===== src/cdca_regs.vh =====
// register offsets, field positions and codes for the decode and add unit
`ifndef CDCA_REGS_VH
`define CDCA_REGS_VH
// register byte addresses
`define CDCA_INSTR_OFS 8'h00
`define CDCA_OPND_OFS 8'h04
`define CDCA_FLAGS_OFS 8'h08
`define CDCA_DECODE_OFS 8'h0C
`define CDCA_RESULT_OFS 8'h10
// reset values
`define CDCA_INSTR_RST 24'hFF_FFFF
`define CDCA_OPND_RST 16'h0000
`define CDCA_FLAGS_RST 8'h00
// flag bit positions
`define CDCA_FLAG_C 7
`define CDCA_FLAG_Z 6
`define CDCA_FLAG_S 5
`define CDCA_FLAG_V 4
`define CDCA_FLAG_D 3
`define CDCA_FLAG_H 2
// decode register fields
`define CDCA_DEC_CLASS_LSB 0
`define CDCA_DEC_SUB_LSB 4
`define CDCA_DEC_COND_LSB 8
`define CDCA_DEC_TAKEN 12
`define CDCA_DEC_UNDEF 13
`define CDCA_DEC_BYTES_LSB 16
`define CDCA_DEC_CYC_LSB 20
// instruction classes
`define CDCA_CL_UNDEF 4'h0
`define CDCA_CL_LD_W_R 4'h1
`define CDCA_CL_LD_R_W 4'h2
`define CDCA_CL_DECREMENT_JUMP_NONZERO 4'h3
`define CDCA_CL_RJMP 4'h4
`define CDCA_CL_LD_IMM 4'h5
`define CDCA_CL_DJMP 4'h6
`define CDCA_CL_INC 4'h7
`define CDCA_CL_CTRL 4'h8
`define CDCA_CL_ADD 4'h9
`define CDCA_CL_ADC 4'hA
// add opcode row codes (upper nibble) and timing
`define CDCA_ROW_ADD 4'h0
`define CDCA_ROW_ADC 4'h1
`define CDCA_CYC_SHORT 4'h4
`define CDCA_CYC_LONG 4'h6
`define CDCA_BYTES_SHORT 3'h2
`define CDCA_BYTES_LONG 3'h3
`endif


===== src/cdca_unit.v =====
// opcode decoder, jump condition evaluator and add datapath with apb access
//
// The APB register port and the register offsets were decided locally.
`include "cdca_regs.vh"

// Summary of operation
// RULE1 - nibbles 8-E: upper nibble is working register
// RULE2 - nibble F: sixteen single-byte control operations
// RULE3 - conditional jumps carry a 4-bit condition field
// RULE4 - condition uses only carry, zero, sign, overflow
// RULE5 - basic condition encodings per flag
// RULE6 - signed encodings use sign xor overflow
// RULE7 - unsigned above and at-most encodings
// RULE8 - alias conditions share one encoding
// RULE9 - jump taken only when condition true
// RULE10 - adc adds dst, src and carry
// RULE11 - adc sets carry, zero, sign, overflow
// RULE12 - adc clears decimal flag, sets half-carry
// RULE13 - adc encodings, sizes and cycle counts
// RULE14 - add adds dst and src, no carry
// RULE15 - add sets carry, zero, sign, overflow
// RULE16 - add clears decimal flag, sets half-carry
// RULE17 - add encodings, sizes and cycle counts
// RULE18 - operand fields: 16 working, 256 registers
// RULE19 - empty map positions stay undefined
module cdca_unit (
    input wire i_clk, // core clock
    input wire i_srst, // synchronous reset, active high
    input wire i_psel, // apb select
    input wire i_penable, // apb access phase
    input wire i_pwrite, // apb write
    input wire [7:0] i_paddr, // apb byte address
    input wire [31:0] i_pwdata, // apb write data
    output reg [31:0] o_prdata, // apb read data
    output wire o_pready, // apb ready
    output wire o_pslverr, // apb error on unmapped address
    output reg o_jump_taken, // registered jump decision
    output reg o_exec_done // pulse after an add updated flags
);

    // software visible state
    reg [23:0] instr_reg; // opcode, second and third byte
    reg [15:0] opnd_reg; // dst value low, src value high
    reg [7:0] flags_reg; // processor flags
    reg [7:0] result_reg; // last add result
    reg exec_reg; // add pending after an opcode write
    reg [7:0] flags_next; // flags after execution
    reg [7:0] result_next; // sum after execution

    // decode outputs
    reg [3:0] dec_class; // instruction class
    reg [3:0] dec_sub; // register number or control index
    reg [3:0] dec_cond; // condition field
    reg dec_undef; // empty map position
    reg [2:0] dec_bytes; // instruction length, adds only
    reg [3:0] dec_cycles; // execution cycles, adds only
    reg [7:0] dst_addr; // destination register address
    reg [7:0] src_addr; // source register address
    reg cond_true; // condition evaluation result

    // opcode field split
    wire [7:0] opc = instr_reg[7:0];
    wire [7:0] byte2 = instr_reg[15:8];
    wire [7:0] byte3 = instr_reg[23:16];
    wire [3:0] opc_hi = opc[7:4];
    wire [3:0] opc_lo = opc[3:0];

    // apb strobes and decode of the address
    wire acc = i_psel & i_penable;
    wire wr = acc & i_pwrite;
    wire hit_instr = (i_paddr == `CDCA_INSTR_OFS);
    wire hit_opnd = (i_paddr == `CDCA_OPND_OFS);
    wire hit_flags = (i_paddr == `CDCA_FLAGS_OFS);
    wire hit_dec = (i_paddr == `CDCA_DECODE_OFS);
    wire hit_res = (i_paddr == `CDCA_RESULT_OFS);
    wire mapped = hit_instr | hit_opnd | hit_flags | hit_dec | hit_res;

    // zero wait states; unmapped access is refused with an error
    assign o_pready = 1'b1;
    assign o_pslverr = acc & ~mapped;

    // flag fields used by the condition evaluator
    wire fc = flags_reg[`CDCA_FLAG_C]; // RULE4
    wire fz = flags_reg[`CDCA_FLAG_Z]; // RULE4
    wire fs = flags_reg[`CDCA_FLAG_S]; // RULE4
    wire fv = flags_reg[`CDCA_FLAG_V]; // RULE4
    wire sxv = fs ^ fv;

    // condition evaluation; decimal and half-carry never take part
    always @*
    begin
        case (dec_cond)
            4'h0: cond_true = 1'b0; // RULE5
            4'h8: cond_true = 1'b1; // RULE5
            4'h7: cond_true = fc; // RULE5 RULE7
            4'hF: cond_true = ~fc; // RULE5 RULE7
            4'h6: cond_true = fz; // RULE5 RULE8
            4'hE: cond_true = ~fz; // RULE5 RULE8
            4'hD: cond_true = ~fs; // RULE5
            4'h5: cond_true = fs; // RULE5
            4'h4: cond_true = fv; // RULE5
            4'hC: cond_true = ~fv; // RULE5
            4'h9: cond_true = ~sxv; // RULE6
            4'h1: cond_true = sxv; // RULE6
            4'hA: cond_true = ~(fz | sxv); // RULE6
            4'h2: cond_true = fz | sxv; // RULE6
            4'hB: cond_true = ~fc & ~fz; // RULE7
            default: cond_true = fc | fz; // RULE7
        endcase
    end

    // opcode decoder
    always @*
    begin
        dec_class = `CDCA_CL_UNDEF;
        dec_sub = opc_hi;
        dec_cond = 4'h0;
        dec_undef = 1'b0;
        dec_bytes = 3'h0;
        dec_cycles = 4'h0;
        dst_addr = 8'h00;
        src_addr = 8'h00;
        if (opc_lo == 4'hF)
        begin
            // control index is the upper nibble, next .. no_operation
            dec_class = `CDCA_CL_CTRL; // RULE2
        end
        else if (opc_lo >= 4'h8)
        begin
            // upper nibble names the working register
            dec_sub = opc_hi; // RULE1
            case (opc_lo)
                4'h8: dec_class = `CDCA_CL_LD_W_R; // RULE1
                4'h9: dec_class = `CDCA_CL_LD_R_W; // RULE1
                4'hA: dec_class = `CDCA_CL_DECREMENT_JUMP_NONZERO; // RULE1
                4'hB: dec_class = `CDCA_CL_RJMP; // RULE1
                4'hC: dec_class = `CDCA_CL_LD_IMM; // RULE1
                4'hD: dec_class = `CDCA_CL_DJMP; // RULE1
                default: dec_class = `CDCA_CL_INC; // RULE1
            endcase
            // jump opcodes carry the condition in the upper nibble
            if (opc_lo == 4'hB || opc_lo == 4'hD)
            begin
                dec_cond = opc_hi; // RULE3
                dec_sub = 4'h0;
            end
        end
        else if ((opc_hi == `CDCA_ROW_ADD || opc_hi == `CDCA_ROW_ADC)
                 && opc_lo >= 4'h2 && opc_lo <= 4'h6)
        begin
            // add family in rows 0 and 1
            if (opc_hi == `CDCA_ROW_ADC)
                dec_class = `CDCA_CL_ADC;
            else
                dec_class = `CDCA_CL_ADD;
            dec_sub = opc_lo;
            if (opc_lo == 4'h2 || opc_lo == 4'h3)
            begin
                // working register forms, 2 bytes
                dec_bytes = `CDCA_BYTES_SHORT; // RULE13 RULE17
                dec_cycles = (opc_lo == 4'h2) ? `CDCA_CYC_SHORT : `CDCA_CYC_LONG; // RULE13 RULE17
                dst_addr = {4'h0, byte2[7:4]}; // RULE18
                src_addr = {4'h0, byte2[3:0]}; // RULE18
            end
            else
            begin
                // full register forms, 3 bytes
                dec_bytes = `CDCA_BYTES_LONG; // RULE13 RULE17
                dec_cycles = `CDCA_CYC_LONG; // RULE13 RULE17
                if (opc_lo == 4'h6)
                begin
                    dst_addr = byte2; // RULE18
                    src_addr = 8'h00; // immediate in third byte
                end
                else
                begin
                    dst_addr = byte3; // RULE18
                    src_addr = byte2; // RULE18
                end
            end
        end
        else
        begin
            // other rows belong elsewhere; report as not decoded here
            dec_undef = 1'b1; // RULE19
        end
    end

    // add datapath; src is already fetched (indirect or immediate)
    wire is_add = (dec_class == `CDCA_CL_ADD) | (dec_class == `CDCA_CL_ADC);
    wire [7:0] op_d = opnd_reg[7:0];
    wire [7:0] op_s = (opc_lo == 4'h6) ? byte3 : opnd_reg[15:8]; // RULE18
    wire cin = (dec_class == `CDCA_CL_ADC) ? fc : 1'b0; // RULE10 RULE14
    wire [8:0] sum9 = {1'b0, op_d} + {1'b0, op_s} + {8'h00, cin}; // RULE10 RULE14
    wire [4:0] sum_lo = {1'b0, op_d[3:0]} + {1'b0, op_s[3:0]} + {4'h0, cin};

    // flags produced by an add or add-with-carry
    always @*
    begin
        flags_next = flags_reg;
        result_next = sum9[7:0];
        flags_next[`CDCA_FLAG_C] = sum9[8]; // RULE11 RULE15
        flags_next[`CDCA_FLAG_Z] = (sum9[7:0] == 8'h00); // RULE11 RULE15
        flags_next[`CDCA_FLAG_S] = sum9[7]; // RULE11 RULE15
        flags_next[`CDCA_FLAG_V] = (op_d[7] == op_s[7]) & (sum9[7] != op_d[7]); // RULE11 RULE15
        flags_next[`CDCA_FLAG_D] = 1'b0; // RULE12 RULE16
        flags_next[`CDCA_FLAG_H] = sum_lo[4]; // RULE12 RULE16
    end

    // register writes and execution of the pending add
    always @(posedge i_clk)
    begin
        if (i_srst)
        begin
            instr_reg <= `CDCA_INSTR_RST;
            opnd_reg <= `CDCA_OPND_RST;
            flags_reg <= `CDCA_FLAGS_RST;
            result_reg <= 8'h00;
            exec_reg <= 1'b0;
            o_exec_done <= 1'b0;
            o_jump_taken <= 1'b0;
        end
        else
        begin
            // an opcode write arms one execution cycle
            exec_reg <= wr & hit_instr;
            o_exec_done <= exec_reg & is_add;
            if (wr & hit_instr)
                instr_reg <= i_pwdata[23:0];
            if (wr & hit_opnd)
                opnd_reg <= i_pwdata[15:0];
            // a software write of flags loses to a same-cycle add
            if (exec_reg & is_add)
            begin
                flags_reg <= flags_next; // RULE11 RULE12 RULE15 RULE16
                result_reg <= result_next; // RULE10 RULE14
            end
            else if (wr & hit_flags)
                flags_reg <= i_pwdata[7:0];
            // jump only on a true condition, else fall through
            o_jump_taken <= ((dec_class == `CDCA_CL_RJMP) | (dec_class == `CDCA_CL_DJMP))
                            & cond_true; // RULE9
        end
    end

    // read data captured in the setup phase, held through access
    always @(posedge i_clk)
    begin
        if (i_srst)
            o_prdata <= 32'h0000_0000;
        else if (i_psel & ~i_penable & ~i_pwrite)
        begin
            if (hit_instr)
                o_prdata <= {8'h00, instr_reg};
            else if (hit_opnd)
                o_prdata <= {16'h0000, opnd_reg};
            else if (hit_flags)
                o_prdata <= {24'h00_0000, flags_reg};
            else if (hit_dec)
                o_prdata <= {8'h00, dec_cycles, 1'b0, dec_bytes, 2'b00, dec_undef, cond_true,
                             dec_cond, dec_sub, dec_class}; // RULE3 RULE9
            else if (hit_res)
                o_prdata <= {src_addr, dst_addr, 8'h00, result_reg};
            else
                o_prdata <= 32'h0000_0000;
        end
    end

endmodule


===== config.mk =====
export PLATFORM = sky130hd
export DESIGN_NAME = cdca_unit
export DESIGN_NICKNAME = d
export VERILOG_FILES = /design/src/cdca_unit.v
export VERILOG_INCLUDE_DIRS = /design/src
export SDC_FILE = /design/constraint.sdc
export NUM_CORES = 1
export LEC_CHECK = 0
export BUFFER_PORTS_ARGS = -buffer_cell sky130_fd_sc_hd__buf_4
export CAP_MARGIN = 20
export CORE_MARGIN = 2
export CORE_UTILIZATION = 45
export DETAILED_ROUTE_END_ITERATION = 16
export GPL_TIMING_DRIVEN = 0
export PLACE_DENSITY_LB_ADDON = 0.08
export SLEW_MARGIN = 15
export SYNTH_ARGS = -nofsm -noshare
export SYNTH_HDL_FRONTEND = slang
export SYNTH_SLANG_ARGS = --single-unit

===== constraint.sdc =====
create_clock -name i_clk -period 7.1 [get_ports i_clk]
set_input_delay 2.13 -clock i_clk [delete_from_list [all_inputs] [get_ports i_clk]]
set_output_delay 2.13 -clock i_clk [all_outputs]
set_load 0.005 [all_outputs]

==> impl_metrics.toml, run 1 <==
[status]
status = "finished, final reports clean"

[cts]
hold_buffers = 0
htreeDepth = 3
cts_buffers = 9
cts.reportedPaths.clkPinSlew_ps = 110
root_buffer = "clkbuf_8"
clockBufferDepth = 2
clock_latency_ps = 380
cts_tree = "done"
cts.sinks = 91
post_cts_buffers = 0
cts_resized = 0

[pwr]
p_per_area_nw_per_um2 = 164
ir_drop_mv = 0.0907
power_leakage_nw = 2.41

[critical_path]
r2r_slack_ps = 2500
critical_path_class = "primary input to primary output"
slowest_stage = "clkbuf_1"
max_stage_delay_ps = 530
cp.arrival_ps = 4290
crit_path_end_kind = "primary output"
cp-start-kind = "primary input"
path_max_fanout = 10
worstPathCellList = "buf_4 > or4_1 > clkbuf_1 > nor3_1 > clkbuf_1 > nor3_1 > buf_4"
cp.required_ps = 4970

[synthesis]
synth_area_leaders = "dfxtp_1 37%, nand2_1 7.7%, mux2i_1 7.1%"
synthCells = 609
yosysTopAreaCellShare_pct = 37.1
yosysWarnings = 0
synth.most_common_cell = "nand2_1"
syn_avg_cell_area_sq_um = 8.06
synthesis.area_sq_um = 4910
synth_commonest_cells = "101 x nand2_1, 91 x dfxtp_1, 67 x nor2_1, 39 x a21oi_1, 39 x clkbuf_1"
synth_seq_cells = 91
synth_top_cell_by_area = "dfxtp_1"
async_flop_share_pct = 0
synth_edf_count = 0
synth_flop_cell = "dfxtp_1"
synth_cell_types = 63
synth_seq_area_share_pct = 37.1
synth_fp_nets = 663

[placement]
dpl.hpwl_mm = 13.0
portBuffers = 68
gp_congestion = 1.03
pre_cts_ws_ps = 732

[timing]
final_hold_viol_count = 0
slew-limit-headroom_pct = 23.8
setup_viol = 0
fmax_ghz = 0.156
finalSetupTns_ps = 0
fin_crit_sh_pct = 90.4
rsz0062_at_grt = "no"
layout_setup_ws_ps = 680
skew_ps = 10.1
tightest_slew_ps = 1130
finalMaxSlewViolations = 0
fin_crit_ps = 6420

[die]
die-area_sq_um = 11800
die_y_um = 108
core-area_sq_um = 10700
start_util_pct = 45.7
die_x_um = 108
io-pin-count = 81
fp-row-count = 38

[drt]
routed_wl_mm = 16.7
first_pass_iters = 5
ant_nets = 0
avgRoutedWirePerCell_um = 20.1
drtIter0Drc = 317
viasPerCell = 5.79
num_vias = 4827
drc = 0

[min_path]
hp-class = "register to register"

[global_route]
grt_start_max_net_pins = 19
grt_pass1_wl_mm = 25.4
grt_use_total_pct = 29.2
grt_remaining_overflow = 0
grt_pass1_vias = 4554
antenna_found_initial = 0

[final_layout]
area_growth_pct = 18.0
antennaDiodeCount = 0
largest_reg_flops = 32
drive_above_1_share_pct = 16.6
fill_cells = 1087
fin_nets = 743

[flow_run]
drv_cap = 0
placed cells by master, fill, tap and decap left out, drive strengths merged, types with 9 or more instances in the layout:
cell	count
mux2i	35
a211oi	13
buf	77
nand3	16
nand2	102
dfxtp	91
clkbuf	48
o21ai	23
nand3b	24
a22oi	9
a21oi	39
nor3	15
inv	11
mux2	13
nor2	67
layout make-up:
type	count	area, sq um	area share, %
Clock buffer	9	124	2.14
Sequential cell	91	1820	31.5
Clock inverter	7	66.3	1.15
Multi-Input combinational cell	465	2870	49.5
Inverter	6	22.5	0.389
Buffer	47	196	3.39
Timing Repair Buffer	69	515	8.91
Tap cell	140	175	3.03
through the flow:
step | hold slack (ps) | cell area (sq um) | total power (W) | utilization (%) | instances
after floorplan | 436 | 4910 | 0.000564 | - | 609
after global placement | 432 | 5590 | 0.000602 | 52.0 | 817
after detailed placement | 438 | 5600 | 0.000603 | 52.1 | 818
after CTS | 454 | 5790 | 0.000954 | 53.9 | 834
after global routing | 479 | 5790 | 0.000985 | 53.9 | 834
final | 456 | 5790 | 0.000951 | 53.9 | 834
worst paths after layout:
check | from | to | cells past startpoint
setup / recovery | i_paddr[1] | o_pslverr | 7
hold / removal | o_prdata[9]$_SDFFE_PP0P_ | o_prdata[9]$_SDFFE_PP0P_ | 2
setup reg to reg | instr_reg[2]$_SDFFE_PP1P_ | flags_reg[6]$_SDFFE_PP0P_ | 12
hold reg to reg | o_prdata[9]$_SDFFE_PP0P_ | o_prdata[9]$_SDFFE_PP0P_ | 2
cell families after synthesis:
group	Yosys count	synth area share (%)
AND/OR/NAND/NOR	272	27.1
AO/OA/AOI/OAI	126	16.9
flip-flops	91	37.1
buffers and inverters	53	4.46
multiplexers	48	10.1
adder cells (fa/ha/maj)	9	2.60
XOR/XNOR	9	1.61
other	1	0.0764
power breakdown:
| group | total [W] | switching, W | internal, W | leakage [nW] |
|---|---|---|---|---|
| clock | 0.000359 | 0.000222 | 0.000137 | 0.0986 |
| combinational | 0.0000764 | 0.0000442 | 0.0000323 | 1.57 |
| sequential | 0.000516 | 0.00000208 | 0.000514 | 0.735 |
| total | 0.000951 | 0.000268 | 0.000683 | 2.41 |
routing by layer:
metal	part of all wire, %	vias to the layer above	track usage [%]
li1	-	2324	-
met4	2.7	0	10.9
met1	46	2262	41.5
met2	44	213	43.9
met3	7.0	28	5.06
met5	0	-	0
critical path, delay by kind of cell:
family / cells / cell delay, ps
buffers and inverters: 4 / 1010
AND/OR/NAND/NOR: 3 / 1150
No activity file was read; power rests on OpenSTA's default activity.
==> inputs of run 2 (changes only) <==
--- a/config.mk
+++ b/config.mk
@@ -7,5 +7,5 @@
 export NUM_CORES = 1
 export LEC_CHECK = 0
-export BUFFER_PORTS_ARGS = -buffer_cell sky130_fd_sc_hd__buf_4
+export BUFFER_PORTS_ARGS = -buffer_cell sky130_fd_sc_hd__buf_2
 export CAP_MARGIN = 20
 export CORE_MARGIN = 2
==> constraint.sdc (replaced) <==
create_clock -name i_clk -period 7.1 [get_ports i_clk]
set_input_delay 2.13 -clock i_clk [delete_from_list [all_inputs] [get_ports i_clk]]
set_output_delay 2.13 -clock i_clk [all_outputs]
set_load 0.1 [all_outputs]
==> impl_metrics.toml, run 2 (synthesized netlist as in run 1, its figures left out) <==
[status]
status = "finished, final reports clean"

[timing]
fin_crit_ps = 6370
finalSetupTns_ps = 0
tightest_slew_ps = 1050
rsz0062_at_grt = "no"
setup_viol = 0
skew_ps = 6.67
finalMaxSlewViolations = 0
hold_ws_ps = 443
slew-limit-headroom_pct = 29.8
fin_crit_sh_pct = 89.8
final_hold_viol_count = 0
fmax_ghz = 0.157
layout_setup_ws_ps = 725

[cts]
htreeDepth = 3
hold_buffers = 0
root_buffer = "clkbuf_8"
cts_tree = "done"
clockBufferDepth = 2
post_cts_buffers = 0
cts_buffers = 9
cts.sinks = 91
cts_resized = 0
cts.reportedPaths.clkPinSlew_ps = 90
clock_latency_ps = 380

[drt]
viasPerCell = 5.78
avgRoutedWirePerCell_um = 19.7
num_vias = 4815
routed_wl_mm = 16.4
ant_nets = 0
drtIter0Drc = 359
drc = 0
first_pass_iters = 4

[pwr]
p_switching_w = 0.000277
power_w = 0.00102
power_leakage_nw = 2.39
p_per_area_nw_per_um2 = 180
ir_drop_mv = 0.0968
power.share.clock_pct = 39.9
power_frac_comb_pct = 9.5
p_seq_share_pct = 50.7
p_int_w = 0.000740
p_sw_share_pct = 27.3

[die]
die-area_sq_um = 11800
core-area_sq_um = 10700
fp-row-count = 38
die_y_um = 108
io-pin-count = 81
die_x_um = 108
start_util_pct = 45.7

[final_layout]
largest_reg_flops = 32
multi_input_area_sq_um = 2870
layout_common_cells = "101 x nand2_1, 91 x dfxtp_1, 72 x buf_2"
fill_cells = 1099
fin_nets = 742
instances_no_fill = 833
seqCellArea_sq_um = 1820
area_growth_pct = 15.1
antennaDiodeCount = 0
drive_above_1_share_pct = 16.6
final_common_cell = "nand2_1"

[placement]
dpl.cell_count = 817
dpl.hpwl_mm = 12.7
pre_cts_ws_ps = 755
portBuffers = 68
gp_congestion = 0.990

[critical_path]
cp.required_ps = 4970
cp-start-kind = "primary input"
path_delay_family = "buffers and inverters"
path_max_fanout = 10
path_buf_inv = 4
cp.arrival_ps = 4240
worstReg2RegStart = "instr_reg[1]$_SDFFE_PP1P_"
crit_path_end_kind = "primary output"
slowest_stage = "or4_1"
max_stage_delay_ps = 520
startpoint = "i_paddr[1]"
critical_path_class = "primary input to primary output"
worstPathCellList = "buf_2 > or4_1 > clkbuf_1 > nor3_1 > clkbuf_1 > nor3_1 > buf_2"

[global_route]
grt_pass1_vias = 4397
grt_use_total_pct = 28.7
grt_pass1_wl_mm = 25.1
grt_start_max_net_pins = 17
grt_remaining_overflow = 0
antenna_found_initial = 0

[flow_run]
drv_cap = 0

[min_path]
min_from = "o_prdata[0]$_SDFFE_PP0P_"
hp-class = "register to register"
==> run 2: layer usage <==
| metal | vias up | track usage, % | routed length (um) |
|---|---|---|---|
| li1 | 2324 | - | - |
| met1 | 2247 | 40.9 | 7610 |
| met2 | 213 | 43.2 | 7150 |
| met3 | 31 | 4.64 | 1230 |
| met4 | 0 | 11.2 | 400 |
| met5 | - | 0 | 0 |
==> run 2: worst paths after layout <==
path / to / slack [ps] / cells after the start
max: o_pslverr / 730 / 7
min: o_prdata[0]$_SDFFE_PP0P_ / 440 / 2
max reg2reg: flags_reg[6]$_SDFFE_PP0P_ / 2440 / 12
min reg2reg: o_prdata[0]$_SDFFE_PP0P_ / 440 / 2
==> run 2: metrics by stage <==
step / instance area [sq um] / utilization (%)
after CTS: 5650 / 52.6
after global placement: 5420 / 50.5
after floorplan: 4910 / -
after global routing: 5650 / 52.6
final: 5650 / 52.6
after detailed placement: 5430 / 50.5
==> run 2: cell type report <==
type                            count  area share, %
Multi-Input combinational cell    465           50.8
Inverter                            6          0.399
Timing Repair Buffer               68           6.02
Buffer                             47           3.48
Clock inverter                      7           1.75
Sequential cell                    91           32.2
Tap cell                          140           3.10
Clock buffer                        9           2.19
==> run 2: worst min-delay path, cell delays in order, from the launching register on <==
cell,delay (ps)
dfxtp_1,320
nand2_1,50
nand2_1,40
==> run 2: power by group through the flow <==
stage               Clock [W]  Sequential [W]  Combinational [W]
finish               0.000405        0.000515          0.0000963
CTS                  0.000412        0.000515          0.0000956
global placement            0        0.000527          0.0000952
floorplan                   0        0.000551          0.0000409
detailed placement          0        0.000527          0.0000953
global route         0.000429        0.000516           0.000103
==> inputs of run 3 (changes only) <==
CORE_UTILIZATION = 51   (was 45)
clock period = 5.6 ns   (was 7.1 ns; I/O delays follow)
==> impl_metrics.toml, run 3 (synthesized netlist as in run 1, its figures left out) <==
[status]
status = "finished, final reports clean"

[timing]
finalMaxSlewViolations = 0
slew-limit-headroom_pct = 24.0
fin_crit_sh_pct = 95.4
fmax_ghz = 0.187
skew_ps = 18.0
finalSetupTns_ps = 0
final_hold_viol_count = 0
rsz0062_at_grt = "no"
fin_crit_ps = 5340
tightest_slew_ps = 1130
setup_viol = 0

[critical_path]
crit_path_end_kind = "primary output"
max_stage_delay_ps = 520
slowest_stage = "or4_1"
critical_path.most_common_cell = "buf_2"
worstPathCellList = "buf_2 > or4_1 > clkbuf_1 > nor3_1 > clkbuf_2 > nor3_2 > buf_2"
cp.required_ps = 3920
cp-start-kind = "primary input"
path_max_fanout = 10
critical_path_class = "primary input to primary output"
cp.arrival_ps = 3660

[final_layout]
final_common_cell = "nand2_1"
area_growth_pct = 14.4
antennaDiodeCount = 0
drive_above_1_share_pct = 16.9
layout_common_cells = "101 x nand2_1, 91 x dfxtp_1, 72 x buf_2"
instances_no_fill = 822
largest_reg_flops = 32
fin_nets = 742

[cts]
cts.sinks = 91
cts_resized = 0
clockBufferDepth = 2
cts_buffers = 9
clock_latency_ps = 380
post_cts_buffers = 0
root_buffer = "clkbuf_8"
htreeDepth = 3
hold_buffers = 0
cts_tree = "done"
cts.reportedPaths.clkPinSlew_ps = 90

[die]
die_x_um = 102
core-area_sq_um = 9280
start_util_pct = 52.8
die_y_um = 102
fp-row-count = 35
io-pin-count = 81
die-area_sq_um = 10400

[drt]
first_pass_iters = 5
routed_wl_mm = 16.3
num_vias = 4890
ant_nets = 0
avgRoutedWirePerCell_um = 19.9
viasPerCell = 5.95
drtIter0Drc = 442
drc = 0

[global_route]
grt_pass1_wl_mm = 24.9
grt_pass1_vias = 4520
antenna_found_initial = 0
grt_start_max_net_pins = 19
grt_use_total_pct = 31.9
grt_remaining_overflow = 0

[pwr]
power_leakage_nw = 2.38
ir_drop_mv = 0.135
p_per_area_nw_per_um2 = 219

[placement]
gp_congestion = 0.999
dpl.hpwl_mm = 12.7
portBuffers = 68
dpl.cell_count = 806

[flow_run]
drv_cap = 0

[min_path]
hp-class = "register to register"
[run 3: cell types whose count changed in the layout (fill, tap and decap cells not counted)]
cell	previous run	this run
bufinv_16	2	0
clkinv_4	1	3
clkbuf_1	39	38
clkbuf_2	0	1
clkinv_2	1	0
clkinv_8	0	1
inv_6	2	1
inv_8	0	1
nor3_1	15	14
nor3_2	0	1
[run 3: worst paths after layout]
check | cells past startpoint | slack, ps | end | start
worst max-delay path | 7 | 260 | o_pslverr | i_paddr[1]
worst min-delay path | 2 | 450 | o_prdata[2]$_SDFFE_PP0P_ | o_prdata[2]$_SDFFE_PP0P_
worst max register to register | 12 | 960 | flags_reg[6]$_SDFFE_PP0P_ | instr_reg[2]$_SDFFE_PP1P_
worst min register to register | 2 | 450 | o_prdata[2]$_SDFFE_PP0P_ | o_prdata[2]$_SDFFE_PP0P_
[run 3: stage by stage]
step                hold WS, ps  util, %  worst slack (ps)  power [W]  instance area [sq um]
floorplan                   436        -               373   0.000750                   4910
global placement            428     58.3               166   0.000788                   5410
detailed placement          439     58.4               135   0.000789                   5420
CTS                         452     60.4               131    0.00123                   5610
global route                478     60.5               140    0.00126                   5610
finish                      452     60.5               256    0.00123                   5610
[run 3: layout make-up]
class,instances,area (sq um)
plain buffers,47,198
multi-input cells,465,2880
clock buffers,9,124
flip-flops and latches,91,1820
well taps,129,161
clock inverters,7,70.1
repair buffers,68,340
inverters,6,22.5
fillers,950,3670
[run 3: routing by layer]
layer / share of wire [%] / GRT usage, % / routed length (um) / up-vias
met3: 9.1 / 6.36 / 1490 / 32
met5: 0 / 0 / 0 / -
met4: 2.4 / 11.7 / 386 / 0
met2: 44 / 48.3 / 7250 / 235
li1: - / - / - / 2331
met1: 44 / 45.3 / 7210 / 2292
[run 3: report_power, final]
part           internal, W  switching [W]  total [W]
clock             0.000172       0.000279   0.000451
combinational    0.0000324      0.0000904   0.000123
sequential        0.000651     0.00000217   0.000653
[run 3: worst max-delay path, delay by kind of cell]
family                 cells  cell delay, ps
AND/OR/NAND/NOR            3            1000
buffers and inverters      4             980
